--- config.mk ---
export PLATFORM = sky130hd
export DESIGN_NAME = uart_irq_enable
export DESIGN_NICKNAME = d
export VERILOG_FILES = /design/src/hw/uart_irq_pkg.sv /design/src/hw/irq_gate_if.sv /design/src/hw/irq_gate.sv /design/src/hw/pin_sync3.sv /design/src/hw/uart_irq_enable.sv
export VERILOG_INCLUDE_DIRS = /design/src /design/src/hw
export SDC_FILE = /design/constraint.sdc
export NUM_CORES = 1
export LEC_CHECK = 0
export BUFFER_PORTS_ARGS = -buffer_cell sky130_fd_sc_hd__buf_4
export CAP_MARGIN = 20
export CORE_MARGIN = 3
export CORE_UTILIZATION = 46
export CTS_CLUSTER_SIZE = 20
export DETAILED_ROUTE_END_ITERATION = 16
export PLACE_DENSITY = 0.89
export REMOVE_ABC_BUFFERS = 1
export SLEW_MARGIN = 20
export SYNTH_ARGS = -nofsm -noshare
export SYNTH_HDL_FRONTEND = slang
export SYNTH_SLANG_ARGS = --single-unit
--- constraint.sdc ---
create_clock -name core_clk -period 2.6 [get_ports core_clk]
set_input_delay 0.13 -clock core_clk [delete_from_list [all_inputs] [get_ports core_clk]]
set_output_delay 0.13 -clock core_clk [all_outputs]
set_load 0.005 [all_outputs]
--- src/hw/uart_irq_consts.svh ---
`ifndef UART_IRQ_CONSTS_SVH
`define UART_IRQ_CONSTS_SVH
// ==========================================================
// Register map (byte addresses)
`define IRQ_EN_ADDR 32'hE001_0004
`define IRQ_ID_ADDR 32'hE001_0008
// ==========================================================
// Enable register fields
`define EN_RXAV_BIT 0
`define EN_TXE_BIT 1
`define EN_LERR_BIT 2
`define EN_MODEM_BIT 3
`define EN_CTS_BIT 7
`define EN_ABDONE_BIT 8
`define EN_ABTO_BIT 9
`define EN_RESET 10'h000
`define EN_WR_MASK 10'h38F
// ==========================================================
// Identification codes
`define ID_LERR 3'h3
`define ID_RXAV 3'h2
`define ID_RXTO 3'h6
`define ID_TXE 3'h1
`define ID_MODEM 3'h0
// ==========================================================
// Character time in 16x baud ticks (start, 8 data, stop)
`define CHAR_TICKS 160
`define CTI_CHARS 4
`endif

--- src/hw/uart_irq_pkg.sv ---
package uart_irq_pkg;
  // ==========================================================
  // Bus slave states
  typedef enum logic [0:0] {BUS_IDLE, BUS_ANSWER} bus_state_type;
  // Enable register image
  typedef logic [9:0] irq_en_type;
endpackage : uart_irq_pkg

--- src/hw/irq_gate_if.sv ---
`timescale 1ns/1ns
// ==========================================================
// Pending sources and enables towards the gating logic
interface irq_gate_if;
  import uart_irq_pkg::*;
  irq_en_type en; // Enable register image
  logic rxav; // Receive data available
  logic rxto; // Character time-out
  logic txe; // Transmit holding empty
  logic lerr; // Receive line status error
  logic modem; // Modem status change
  logic abdone; // Auto-baud finished
  logic abto; // Auto-baud timed out
  logic irq; // Combined gated request
  logic [3:0] id; // Identification, bit 0 low when pending
  modport gate (input en, rxav, rxto, txe, lerr, modem, abdone, abto,
    output irq, id);
  modport core (output en, rxav, rxto, txe, lerr, modem, abdone, abto,
    input irq, id);
endinterface : irq_gate_if

--- src/hw/irq_gate.sv ---
`timescale 1ns/1ns
`include "uart_irq_consts.svh"
// ==========================================================
// Enable gating and priority identification
module irq_gate (
  // Sources, enables and results
  irq_gate_if.gate gif
);
  import uart_irq_pkg::*;
  logic g_rxav; // Gated receive data
  logic g_rxto; // Gated time-out
  logic g_txe; // Gated transmit empty
  logic g_lerr; // Gated line status
  logic g_modem; // Gated modem change
  logic g_abdone; // Gated auto-baud done
  logic g_abto; // Gated auto-baud timeout
  // Priority encode: line status first, modem last
  function automatic logic [2:0] id_code(input logic lerr,
    input logic rxav, input logic rxto, input logic txe);
    if (lerr) begin
      id_code = `ID_LERR; // RQ14
    end else if (rxav) begin
      id_code = `ID_RXAV;
    end else if (rxto) begin
      id_code = `ID_RXTO;
    end else if (txe) begin
      id_code = `ID_TXE;
    end else begin
      id_code = `ID_MODEM;
    end
  endfunction : id_code
  // One enable bit masks both receive data and time-out
  assign g_rxav = gif.rxav & gif.en[`EN_RXAV_BIT]; // RQ2
  assign g_rxto = gif.rxto & gif.en[`EN_RXAV_BIT]; // RQ2
  assign g_txe = gif.txe & gif.en[`EN_TXE_BIT]; // RQ3
  assign g_lerr = gif.lerr & gif.en[`EN_LERR_BIT]; // RQ4
  assign g_modem = gif.modem & gif.en[`EN_MODEM_BIT]; // RQ5
  assign g_abdone = gif.abdone & gif.en[`EN_ABDONE_BIT]; // RQ9
  assign g_abto = gif.abto & gif.en[`EN_ABTO_BIT]; // RQ10
  // Any enabled pending source raises the request
  assign gif.irq = g_rxav | g_rxto | g_txe | g_lerr | g_modem | g_abdone |
    g_abto; // RQ16
  assign gif.id = {id_code(g_lerr, g_rxav, g_rxto, g_txe), ~gif.irq};
endmodule : irq_gate

--- src/hw/pin_sync3.sv ---
`timescale 1ns/1ns
// ==========================================================
// Three-stage pin synchroniser with change detection
module pin_sync3 (
  // Clock and reset
  input wire logic core_clk,
  input wire logic rst_b,
  // Pin side
  input wire logic pin_in,
  // Core side
  output logic level,
  output logic changed
);
  logic s1_ff; // Metastable stage, read only by s2_ff
  logic s2_ff;
  logic s3_ff;
  wire agree = (s2_ff == s3_ff);
  // Shift the pin through three stages
  always_ff @(posedge core_clk or negedge rst_b) begin
    if (!rst_b) begin
      s1_ff <= 1'b1;
      s2_ff <= 1'b1;
      s3_ff <= 1'b1;
    end else begin
      s1_ff <= pin_in;
      s2_ff <= s1_ff;
      s3_ff <= s2_ff;
    end
  end
  // Accept a new level only once two late stages agree
  always_ff @(posedge core_clk or negedge rst_b) begin
    if (!rst_b) begin
      level <= 1'b1;
      changed <= 1'b0;
    end else begin
      changed <= agree && (s3_ff != level);
      if (agree) begin
        level <= s3_ff;
      end
    end
  end
endmodule : pin_sync3

--- src/hw/uart_irq_enable.sv ---
`timescale 1ns/1ns
`include "uart_irq_consts.svh"
// ==========================================================
// Notes on behaviour
// [RQ1] Enable register decoded only with divisor access clear
// [RQ2] Bit 0 gates data available and time-out
// [RQ3] Bit 1 gates transmit empty; status stays visible
// [RQ4] Bit 2 gates line status errors
// [RQ5] Bit 3 gates modem status changes
// [RQ6] Software writes zeros to reserved bits
// [RQ7] Auto flow: clear-to-send change needs bits 3, 7
// [RQ8] Manual flow: clear-to-send change needs bit 3
// [RQ9] Bit 8 gates auto-baud done
// [RQ10] Bit 9 gates auto-baud timeout
// [RQ11] Zero masks, one permits; all reset zero
// [RQ12] Data available while fill at trigger level
// [RQ13] Time-out after about four idle characters
// [RQ14] Line status reports code 011, top priority
// [RQ15] Auto-baud flags read true only when enabled
// [RQ16] Request is OR of enabled sources, every cycle
module uart_irq_enable
  import uart_irq_pkg::*;
#(
  parameter int FILL_W = 5,
  parameter int CHAR_TICKS = `CHAR_TICKS,
  parameter int CTI_CHARS = `CTI_CHARS
) (
  // Clock and reset
  input wire logic core_clk,
  input wire logic rst_b,
  // Avalon-MM slave
  input wire logic [31:0] avs_address,
  input wire logic avs_read,
  input wire logic avs_write,
  input wire logic [31:0] avs_writedata,
  input wire logic [3:0] avs_byteenable,
  output logic [31:0] avs_readdata,
  output logic avs_waitrequest,
  // Line control
  input wire logic divisor_latch_access_bit,
  input wire logic auto_cts_en,
  // Receive FIFO view
  input wire logic [FILL_W-1:0] rx_fill,
  input wire logic [FILL_W-1:0] rx_trigger,
  input wire logic rx_fifo_activity,
  input wire logic baud16_tick,
  // Other sources
  input wire logic tx_holding_empty,
  input wire logic [3:0] rx_line_status,
  input wire logic [2:0] modem_delta_other,
  input wire logic modem_status_read,
  input wire logic clear_to_send_input,
  input wire logic autobaud_done_evt,
  input wire logic autobaud_timeout_evt,
  input wire logic [1:0] autobaud_clear,
  // Results
  output logic uart_irq,
  output logic [3:0] irq_id,
  output logic autobaud_done_flag,
  output logic autobaud_timeout_flag,
  output logic tx_holding_empty_status
);
  // ==========================================================
  // Declarations
  localparam int CTI_TICKS = CHAR_TICKS * CTI_CHARS;
  localparam int CNT_W = $clog2(CTI_TICKS + 1);
  localparam logic [CNT_W-1:0] CTI_LAST = CNT_W'(CTI_TICKS - 1);
  bus_state_type state_ff; // Bus slave phase
  irq_en_type en_ff; // Enable register
  logic rxav_ff; // Fill at or above trigger
  logic rxto_ff; // Character time-out pending
  logic [CNT_W-1:0] idle_cnt_ff; // Idle ticks since FIFO activity
  logic cts_flag_ff; // Latched clear-to-send change
  logic abdone_ff; // Sticky auto-baud done event
  logic abto_ff; // Sticky auto-baud timeout event
  logic cts_chg; // One-cycle change pulse
  irq_gate_if gif ();
  // ==========================================================
  // Address decode
  wire req = avs_read | avs_write;
  wire hit_en = (avs_address == `IRQ_EN_ADDR) &&
    !divisor_latch_access_bit; // RQ1
  wire hit_id = (avs_address == `IRQ_ID_ADDR);
  wire ack = (state_ff == BUS_ANSWER);
  wire wr_en = ack && avs_write && hit_en;
  // Byte lanes: bits 7:0 in lane 0, bits 9:8 in lane 1
  wire [9:0] lane_mask = {{2{avs_byteenable[1]}}, {8{avs_byteenable[0]}}};
  wire [9:0] wr_bits = lane_mask & `EN_WR_MASK;
  // Reserved bits are not stored; they read back as zero
  wire [9:0] nxt_en = (en_ff & ~wr_bits) |
    (avs_writedata[9:0] & wr_bits); // RQ6
  wire [31:0] en_word = {22'h000000, en_ff};
  wire [31:0] id_word = {22'h000000, autobaud_timeout_flag,
    autobaud_done_flag, 4'h0, irq_id};
  wire [31:0] nxt_rdata = hit_en ? en_word : (hit_id ? id_word :
    32'h00000000);
  // ==========================================================
  // Avalon slave: one wait cycle, then the answer
  always_ff @(posedge core_clk or negedge rst_b) begin
    if (!rst_b) begin
      state_ff <= BUS_IDLE;
      avs_waitrequest <= 1'b1;
      avs_readdata <= 32'h00000000;
    end else begin
      case (state_ff)
        BUS_IDLE: begin
          // Latch read data now so it stands at the accept edge
          if (req) begin
            state_ff <= BUS_ANSWER;
            avs_waitrequest <= 1'b0;
            avs_readdata <= avs_read ? nxt_rdata : 32'h00000000;
          end
        end
        default: begin
          state_ff <= BUS_IDLE;
          avs_waitrequest <= 1'b1;
        end
      endcase
    end
  end
  // Enable register, all sources masked after reset
  always_ff @(posedge core_clk or negedge rst_b) begin
    if (!rst_b) begin
      en_ff <= `EN_RESET; // RQ11
    end else if (wr_en) begin
      en_ff <= nxt_en; // RQ11
    end
  end
  // ==========================================================
  // Receive data available follows the fill level
  always_ff @(posedge core_clk or negedge rst_b) begin
    if (!rst_b) begin
      rxav_ff <= 1'b0;
    end else begin
      rxav_ff <= (rx_fill >= rx_trigger); // RQ12
    end
  end
  // Idle counter; a tick of jitter keeps it in the allowed span
  always_ff @(posedge core_clk or negedge rst_b) begin
    if (!rst_b) begin
      idle_cnt_ff <= '0;
      rxto_ff <= 1'b0;
    end else if (rx_fifo_activity || (rx_fill == '0)) begin
      // Activity or empty FIFO restarts the wait
      idle_cnt_ff <= '0;
      rxto_ff <= 1'b0;
    end else if (baud16_tick && !rxto_ff) begin
      // Counting stops once raised, so the count cannot wrap
      if (idle_cnt_ff == CTI_LAST) begin
        rxto_ff <= 1'b1; // RQ13
      end
      idle_cnt_ff <= idle_cnt_ff + CNT_W'(1);
    end
  end
  // ==========================================================
  // Clear-to-send pin
  pin_sync3 u_cts_sync (
    .core_clk(core_clk),
    .rst_b(rst_b),
    .pin_in(clear_to_send_input),
    .level(),
    .changed(cts_chg)
  );
  // In auto mode a change counts only with its own enable
  wire cts_allow = en_ff[`EN_MODEM_BIT] &
    (!auto_cts_en | en_ff[`EN_CTS_BIT]); // RQ7 RQ8
  // Latch the change; a new change beats a status read
  always_ff @(posedge core_clk or negedge rst_b) begin
    if (!rst_b) begin
      cts_flag_ff <= 1'b0;
    end else if (cts_chg && cts_allow) begin
      cts_flag_ff <= 1'b1; // RQ7 RQ8
    end else if (modem_status_read) begin
      cts_flag_ff <= 1'b0;
    end
  end
  // Sticky auto-baud events, set wins over clear
  always_ff @(posedge core_clk or negedge rst_b) begin
    if (!rst_b) begin
      abdone_ff <= 1'b0;
      abto_ff <= 1'b0;
    end else begin
      abdone_ff <= autobaud_done_evt | (abdone_ff & ~autobaud_clear[0]);
      abto_ff <= autobaud_timeout_evt | (abto_ff & ~autobaud_clear[1]);
    end
  end
  // ==========================================================
  // Gating and identification
  assign gif.en = en_ff;
  assign gif.rxav = rxav_ff;
  assign gif.rxto = rxto_ff;
  assign gif.txe = tx_holding_empty;
  assign gif.lerr = |rx_line_status;
  assign gif.modem = cts_flag_ff | (|modem_delta_other);
  assign gif.abdone = abdone_ff;
  assign gif.abto = abto_ff;
  irq_gate u_gate (
    .gif(gif)
  );
  // Register every result; transmit empty status is shown unmasked
  always_ff @(posedge core_clk or negedge rst_b) begin
    if (!rst_b) begin
      uart_irq <= 1'b0;
      irq_id <= 4'h1;
      autobaud_done_flag <= 1'b0;
      autobaud_timeout_flag <= 1'b0;
      tx_holding_empty_status <= 1'b0;
    end else begin
      uart_irq <= gif.irq; // RQ16
      irq_id <= gif.id; // RQ14
      autobaud_done_flag <= abdone_ff & en_ff[`EN_ABDONE_BIT]; // RQ15
      autobaud_timeout_flag <= abto_ff & en_ff[`EN_ABTO_BIT]; // RQ15
      tx_holding_empty_status <= tx_holding_empty; // RQ3
    end
  end
endmodule : uart_irq_enable

Word-level counts from Yosys, hierarchy flattened
Index checks and enable logic that the tools add are counted.
{"block": "word_totals", "regBits": 72}
{"block": "classes", "n_addsub": 1, "magnitude_cmp": 1, "eq_ne": 5, "n_mux": 18, "bitwise": 29, "reduce_logical": 19}
{"cell": "$eq A32 B32 Y1 const B", "count": 2}
{"cell": "$mux W10", "count": 5}
{"cell": "$and A10 B10 Y10", "count": 2}
{"cell": "$or A1 B1 Y1", "count": 11}
{"cell": "$add A10 B1 Y10 const B", "count": 1}
{"cell": "$and A1 B1 Y1", "count": 10}
{"cell": "$eq A10 B10 Y1 const B", "count": 1}
{"cell": "$mux W1", "count": 10}
{"cell": "$not A10 Y10", "count": 1}
{"cell": "$or A10 B10 Y10", "count": 1}
{"cell": "$mux W3", "count": 3}
{"cell": "$reduce_bool A2 Y1", "count": 4}
{"cell": "$logic_and A1 B1 Y1", "count": 6}
{"cell": "$ge A5 B5 Y1", "count": 1}
{"cell": "$logic_not A5 Y1", "count": 1}
{"cell": "$not A1 Y1", "count": 4}
{"cell": "$reduce_and A2 Y1", "count": 2}
{"cell": "$reduce_or A4 Y1", "count": 1}
{"cell": "$logic_not A1 Y1", "count": 3}
{"cell": "$reduce_or A3 Y1", "count": 1}
{"cell": "$eq A1 B1 Y1", "count": 1}
{"cell": "$logic_or A1 B1 Y1", "count": 1}
{"cell": "$ne A1 B1 Y1", "count": 1}

Longest topological paths before layout
Gate-level depths: netlist of run 1.
{"block": "logic_depth", "depth_word": 8, "ltp_mapped": 7, "depth_no_buf": 7}

Cells and area by module
Synthesis of run 1 repeated with hierarchy kept, for this count alone.
{"block": "hier_totals", "hier_cells": 201, "area_unflattened_um2": 2180.8}
{"module": "uart_irq_enable", "instances": 1, "cells_each": 180, "area_per_inst_um2": 1960.6, "seq_area_each_um2": 978.4}
{"module": "pin_sync3", "instances": 1, "cells_each": 9, "area_per_inst_um2": 157.7, "seq_area_each_um2": 130.1}
{"module": "irq_gate", "instances": 1, "cells_each": 12, "area_per_inst_um2": 62.6, "seq_area_each_um2": 0.0}

Least setup slack after synthesis of run 1
Ideal clock, no wire load.
{"block": "synth_path", "path_type": "input-to-reg", "from": "in avs_address[5]", "to": "reg with a tool-made name", "arrival_ns": 1.213, "setup_slack_ns": 1.262, "stages": 5, "n_path_buf": 0, "path_cell_list": "nor4b_2 nand4_1 nor3_2 nand4_2 mux2_2"}
{"element": "start, declared", "line_no": "uart_irq_enable.sv:32", "rtl": "input wire logic [31:0] avs_address,"}

Worst setup path after layout of run 1
{"block": "layout_path", "from": "reg rxto_ff, in the netlist gif.rxto", "to": "reg idle_cnt_ff[6]"}
{"block": "layout_via", "elab_chain_len": 3}
{"element": "start, declared", "line_no": "uart_irq_enable.sv:71", "rtl": "logic rxto_ff;"}
{"element": "start signal, assigned", "line_no": "uart_irq_enable.sv:142", "rtl": "rxto_ff <= 1'b0;"}
{"element": "start signal, assigned", "line_no": "uart_irq_enable.sv:146", "rtl": "rxto_ff <= 1'b0;"}
{"element": "start signal, assigned", "line_no": "uart_irq_enable.sv:150", "rtl": "rxto_ff <= 1'b1;"}
{"element": "$logic_not A1 Y1", "line_no": "uart_irq_enable.sv:147", "rtl": "end else if (baud16_tick && !rxto_ff) begin"}
{"element": "$logic_and A1 B1 Y1", "line_no": "uart_irq_enable.sv:147"}
{"element": "$reduce_bool A2 Y1 (no line)"}
{"element": "end signal, assigned", "line_no": "uart_irq_enable.sv:152", "rtl": "idle_cnt_ff <= idle_cnt_ff + CNT_W'(1);"}
{"element": "end, declared", "line_no": "uart_irq_enable.sv:72", "rtl": "logic [CNT_W-1:0] idle_cnt_ff;"}
No other way between the ends.
A chain may end at the register's enable or synchronous reset.

==> impl_results.md, run 1 <==
- Synth area leaders: dfrtp_1 (43%), buf_4 (8.5%), dfstp_2 (7.1%)
- CTS tree: built
- Clock Power Share: 0.381
- Crit path depth: 5
- Worst path bufs/invs: 0
- Reg-to-Reg End: idle_cnt_ff[6]$_DFFE_PN0P_
- Worst Path Required: approximately 2800 ps
- Vias in the first global route: approximately 1800
- Most common cell after layout, fill and taps aside: buf_4
- Die X: between 70 and 80 um
- Final cell count without fillers: approximately 350
- Vias: between 1500 and 2000
- Switching Power: ~0.32 mW
- CP Class: reg2reg
- Critical path's largest stage delay: ~430 ps
- Min Hold Slack: 15.34 ps
- Logic pwr share: 0.119
- Most frequent cells in the layout: buf_4 (88), dfrtp_1 (38), conb_1 (25)
- Clock Pin Slew Worst Setup and Hold Paths: approximately 90 ps
- Postcts setup bufs: 0
- Pwr Total: 1.438 mW
- Syn Area/Cell: about 11 um^2
- Async S/R FF share, synth: 1.000
- Number of diodes: 0
- Seq/Total Area, Yosys: 0.5020
- Worst setup SP type: register
- Grt total ovfl: 0
- Pint: between 1 and 1.5 mW
- Dpl cell area: ~2800 um^2
- Starting DRT DRC Count: 50
- IR drop worst, VDD: about 0.27 mV
- Mapped Cells: 207
- DIE HEIGHT: between 70 and 80 um
- Tmin final: between 1500 and 2000 ps
- Die area: 5668 um^2
- Cell Rows: 24
- Tightest Hold Check Type: in2reg
- Post-route cell area: 2969 um^2
- Share of cells above drive strength 1: 0.3821
- Layout net count: 406
- Clk buf depth: 2
- Pwr dens: slightly below 500 nW/um^2
- Slew Limit Fails: 0
- WL per Instance: between 10 and 15 um
- Reg2reg start: gif.rxto$_DFFE_PN0P_
- CP top delay family: simple AND/OR/NAND/NOR gates
- Initial core utilization: 0.4903
- WL final: around 5200 um
- CTS sink count: 44
- Total GRT Usage: 0.1973
- Largest net degree at the start of global routing: 45
- Htree depth: 2
- Post-synth top area cell: dfrtp_1
- IO Port Bufs: 88
- CTS Root Cell: clkbuf_8
- Worst setup endpoint: idle_cnt_ff[6]$_DFFE_PN0P_
- Clock skew: between 10 and 15 ps
- Final Util: 0.6592
- Clock Latency Late Sink: ~300 ps
- Via-per-instance ratio: between 5 and 6
- Crit-path cells: nor2b_1 > nand4_1 > nor2_1 > xnor2_1 > nor2_1
- Sequential share of power: 0.500
- Ys flop type: dfrtp_1
- Core Box Area: roughly 4500 um^2
- # DRC: 0
- Crit path max fanout: 8
- Ys Warns: 0
- EDFF count, synth: 0
- Switching fraction of total power: 0.2215
- RSZ-0062 raised after global routing: false
- Critical Path Most Common Cell: nor2_1
- Reg2reg path depth: 5
- Worst EP arrival: 1690 ps
- Synth top area share: 0.4306
- R2R setup slack: 1090 ps
- Initial DRT Pass Iterations: 4
- Layout area overhead: 34.45%
- CP Capture Type: register
- Routability cong.: 0.7941
- Post-Place Worst Slack: approximately 870 ps
- I/O Pins: around 140
- First-pass GRT wire length: 8314 um
- Yosys cell types: 44
- Max Freq: 662.2 MHz
- Leak Pwr: about 1.5 nW
- Final Setup Violations: 0
- Measured slew at the worst slew-check pin: 542.7 ps
- Setup TNS: 0 ps
- Fin. Hold Viols: 0
- TritonCTS buffer count: 5
- Synthesized area: ~2200 um^2
- Max-slew headroom: 0.6382
- Critical path origin: gif.rxto$_DFFE_PN0P_
- Status: finished, final reports clean
- Crit-path slowest cell: nor2b_1
- Tcrit/Tclk final: 0.5808
- Post-Place Cells: roughly 340
- Max-cap violations: 0
- Initial antenna violation count: 0
- Post-route ant nets: 0
- Flops & latches, synth: 44
- Post-DP HPWL: about 4000 um
- Fill cell count: about 360
- Worst setup margin: 1090 ps
==> worst min-delay path by stage <==
stage	startpoint	endpoint	depth (start not counted)
5_1_grt	autobaud_done_evt	abdone_ff$_DFF_PN0_	2
2_1_floorplan	rst_b	async pin	0
4_1_cts	autobaud_done_evt	abdone_ff$_DFF_PN0_	2
3_3_place_gp	rst_b	u_cts_sync.changed$_DFF_PN0_	1
3_5_place_dp	rst_b	u_cts_sync.changed$_DFF_PN0_	1
6_report	autobaud_done_evt	abdone_ff$_DFF_PN0_	2
==> what timing repair did <==
action                                 in CTS  in global routing
resized for setup                           0                  0
hold buffers                                3                  0
setup endpoints to repair                   0                  0
endpoints found under the hold margin      40                  0
==> final cells by class <==
| cell class | count | area [um^2] | area share |
|---|---|---|---|
| inverter | 13 | 48.80 | 0.01643 |
| clock buffer | 6 | 82.58 | 0.02781 |
| clock inverter | 2 | 38.79 | 0.01306 |
| tap | 52 | 65.06 | 0.02191 |
| multi-input combinational | 145 | 934.6 | 0.3148 |
| sequential | 44 | 1109 | 0.3734 |
| timing repair buffer | 91 | 690.7 | 0.2326 |
==> power by group through the flow <==
| stage | registers [mW] | logic (mW) | clock network, mW |
|---|---|---|---|
| final | 0.719 | 0.171 | 0.548 |
| after global routing | 0.722 | 0.193 | 0.584 |
| after CTS | 0.719 | 0.171 | 0.555 |
| after detailed placement | 0.732 | 0.166 | 0 |
| after global placement | 0.731 | 0.160 | 0 |
| after floorplan | 0.730 | 0.0509 | 0 |
==> synth_stat cells, drive strengths merged (6+ instances only) <==
library cell  instances
a221o                 6
and2                  9
buf                  28
dfrtp                38
dfstp                 6
ha                    6
inv                  13
mux2                  7
nand2                12
nand4                 6
nor2                 19
o21ai                 6
==> logic make-up (layout without fill, tap and decap cells) <==
family / Yosys count / after routing / synth area share
simple gates: 68 / 68 / 0.1700
flops: 44 / 44 / 0.5020
buf+inv: 42 / 112 / 0.1156
compound gates: 30 / 30 / 0.1048
xor+xnor: 8 / 8 / 0.03173
fa+ha+maj: 7 / 7 / 0.03853
mux: 7 / 7 / 0.03570
other cells: 1 / 25 / 0.001698
==> routing by layer <==
layer  part of all wire  track usage  wire (um)  vias to the layer above
li1                   -            -          -                      853
met1               0.39       0.2303       2024                      836
met2               0.51       0.3413       2669                       76
met3              0.072      0.05073        377                       14
met4              0.026      0.08544        135                        0
met5                  0            0          0                        -
Note: power is estimated with default switching activity, not from simulation.
==> run 2, diff against run 1 <==
Settings changed: CORE_UTILIZATION 46 to 42, PLACE_DENSITY 0.89 to 0.82.
Clock period 2.6 ns to 1.5 ns, I/O delays scaled along.
==> run 2 against run 1 <==
- clock skew fell by 2.3 ps
- combinational power is 81% higher
- flip-flop and latch count did not move
- via count fell by 0.28%
- sequential power up 72%
- setup slack worse by 880 ps
- cell area increased by 2.8%
- register-to-register slack got worse by 850 ps
- cell count grew 6.5%
- count of clock-buffer cells in the layout decreased by 1
- global-route usage down 2.7 points
- critical path type is now in2reg
- largest power group unchanged
==> impl_results.md, run 2 (synthesized netlist as in run 1, its figures left out) <==
- Most common cell after layout, fill and taps aside: buf_4
- # DRC: 0
- Crit path max fanout: 5
- Critical path origin: avs_address[1]
- Clk buf depth: 2
- First-pass GRT wire length: between 8000 and 9000 um
- WL final: between 5000 and 6000 um
- Grt total ovfl: 0
- Via-per-instance ratio: ~4.7
- Tightest Hold Check Type: in2reg
- Max-cap violations: 0
- CTS tree: built
- Number of diodes: 0
- Post-route cell area: about 3100 um^2
- Starting DRT DRC Count: 50
- Reg2reg start: ack$_DFF_PN0_
- Initial antenna violation count: 0
- Layout net count: between 400 and 500
- CTS Root Cell: clkbuf_8
- Most frequent cells in the layout: buf_4 (92), dfrtp_1 (38), conb_1 (25)
- DIE HEIGHT: about 79 um
- RSZ-0062 raised after global routing: false
- Dpl cell area: approximately 2900 um^2
- Initial core utilization: 0.4497
- Reg2reg path depth: 3
- WL per Instance: 13.31 um
- Cell Rows: 25
- Post-DP HPWL: 4039 um
- Layout area overhead: 38.24%
- Final cell count without fillers: 376
- Post-Place Cells: about 360
- Tcrit/Tclk final: 0.8596
- Max-slew headroom: 0.6419
- Htree depth: 2
- CP Class: in2reg
- Clock skew: between 9 and 10 ps
- Max Freq: between 700 and 800 MHz
- Final Setup Violations: 0
- Clock Pin Slew Worst Setup and Hold Paths: about 90 ps
- Die area: slightly above 6000 um^2
- R2R setup slack: roughly 240 ps
- Worst EP arrival: between 1000 and 1500 ps
- IO Port Bufs: between 80 and 90
- Status: finished, final reports clean
- Share of cells above drive strength 1: 0.3851
- Fin. Hold Viols: 0
- Clock Latency Late Sink: about 300 ps
- Postcts setup bufs: 0
- Core Box Area: 4911 um^2
- Vias: 1774
- Routability cong.: ~0.8
- Vias in the first global route: roughly 1800
- Tmin final: ~1300 ps
- Slew Limit Fails: 0
- Initial DRT Pass Iterations: 4
- Worst Path Required: 1680 ps
- CP Capture Type: register
- IR drop worst, VDD: a little under 0.4 mV
- Leak Pwr: 1.564 nW
- Die X: roughly 80 um
- Worst setup SP type: primary input
- CTS sink count: 44
- TritonCTS buffer count: 5
- Largest net degree at the start of global routing: 45
- Pwr dens: 806.8 nW/um^2
- Reg-to-Reg End: avs_readdata[9]$_DFFE_PN0P_
- Post-route ant nets: 0
- Measured slew at the worst slew-check pin: 537.2 ps
- I/O Pins: 141
- Total GRT Usage: 0.1702
-- run 2: cell count changes in the layout (fill, tap and decap cells not counted), sizes merged --
| cell | before | now |
|---|---|---|
| buf | 88 | 92 |
| clkinv | 1 | 2 |
| dlygate4sd3 | 3 | 7 |
| clkbuf | 6 | 5 |
-- run 2: cell type report --
cell class                      instances  area, um^2
Sequential cell                        44        1109
Clock inverter                          3       47.55
Clock buffer                            5       68.82
Tap cell                               67       83.83
Multi-Input combinational cell        145       934.6
Timing Repair Buffer                   99       760.7
Fill cell                             399        1858
Inverter                               13       48.80
-- run 2: layer usage --
metal,part of all wire,wire (um),track usage,vias up
met5,0,0,0,-
met4,0.012,61,0.05245,0
met3,0.11,529,0.05275,7
met2,0.51,2575,0.3243,86
met1,0.37,1837,0.1753,812
li1,-,-,-,869
-- run 2: worst min-delay path by stage --
| stage | from | end | slack [ps] | cells past startpoint |
|---|---|---|---|---|
| floorplan | rst_b | async pin | -220 | 0 |
| global placement | rst_b | abto_ff$_DFF_PN0_ | 90 | 1 |
| detailed placement | rst_b | abto_ff$_DFF_PN0_ | 90 | 1 |
| CTS | avs_writedata[3] | register | 0.6 | 2 |
| global route | avs_writedata[3] | register | 2 | 2 |
| finish | avs_writedata[3] | register | 5 | 2 |
-- run 2: through the flow --
step	hold WS, ps	setup TNS, ps	setup WS [ps]	power [mW]	utilization
floorplan	-220.6	0	154.5	1.353	-
global placement	89.76	-338.4	-66.44	1.558	0.5837
detailed placement	91.76	-760.5	-136.1	1.564	0.5837
CTS	0.6015	0	177.7	2.488	0.6196
global route	1.985	0	6.822	2.573	0.6217
finish	5.413	0	210.6	2.463	0.6217
-- run 2: report_power, final --
group          switching [mW]  internal, mW  leakage [nW]
Clock                   0.408         0.501        0.0583
Combinational           0.126         0.183         0.926
Sequential             0.0199          1.23         0.579
-- run 2: critical path: stages --
cell and delay, ps:
buf_4 110, nor4_1 300, nand2_1 120, nor3_2 280, nand4_2 260, mux2_2 340
-- run 2: repair_timing --
action                    in CTS  in global routing
resized for setup              0                  0
hold endpoints to repair      43                  1
hold buffers                   6                  1
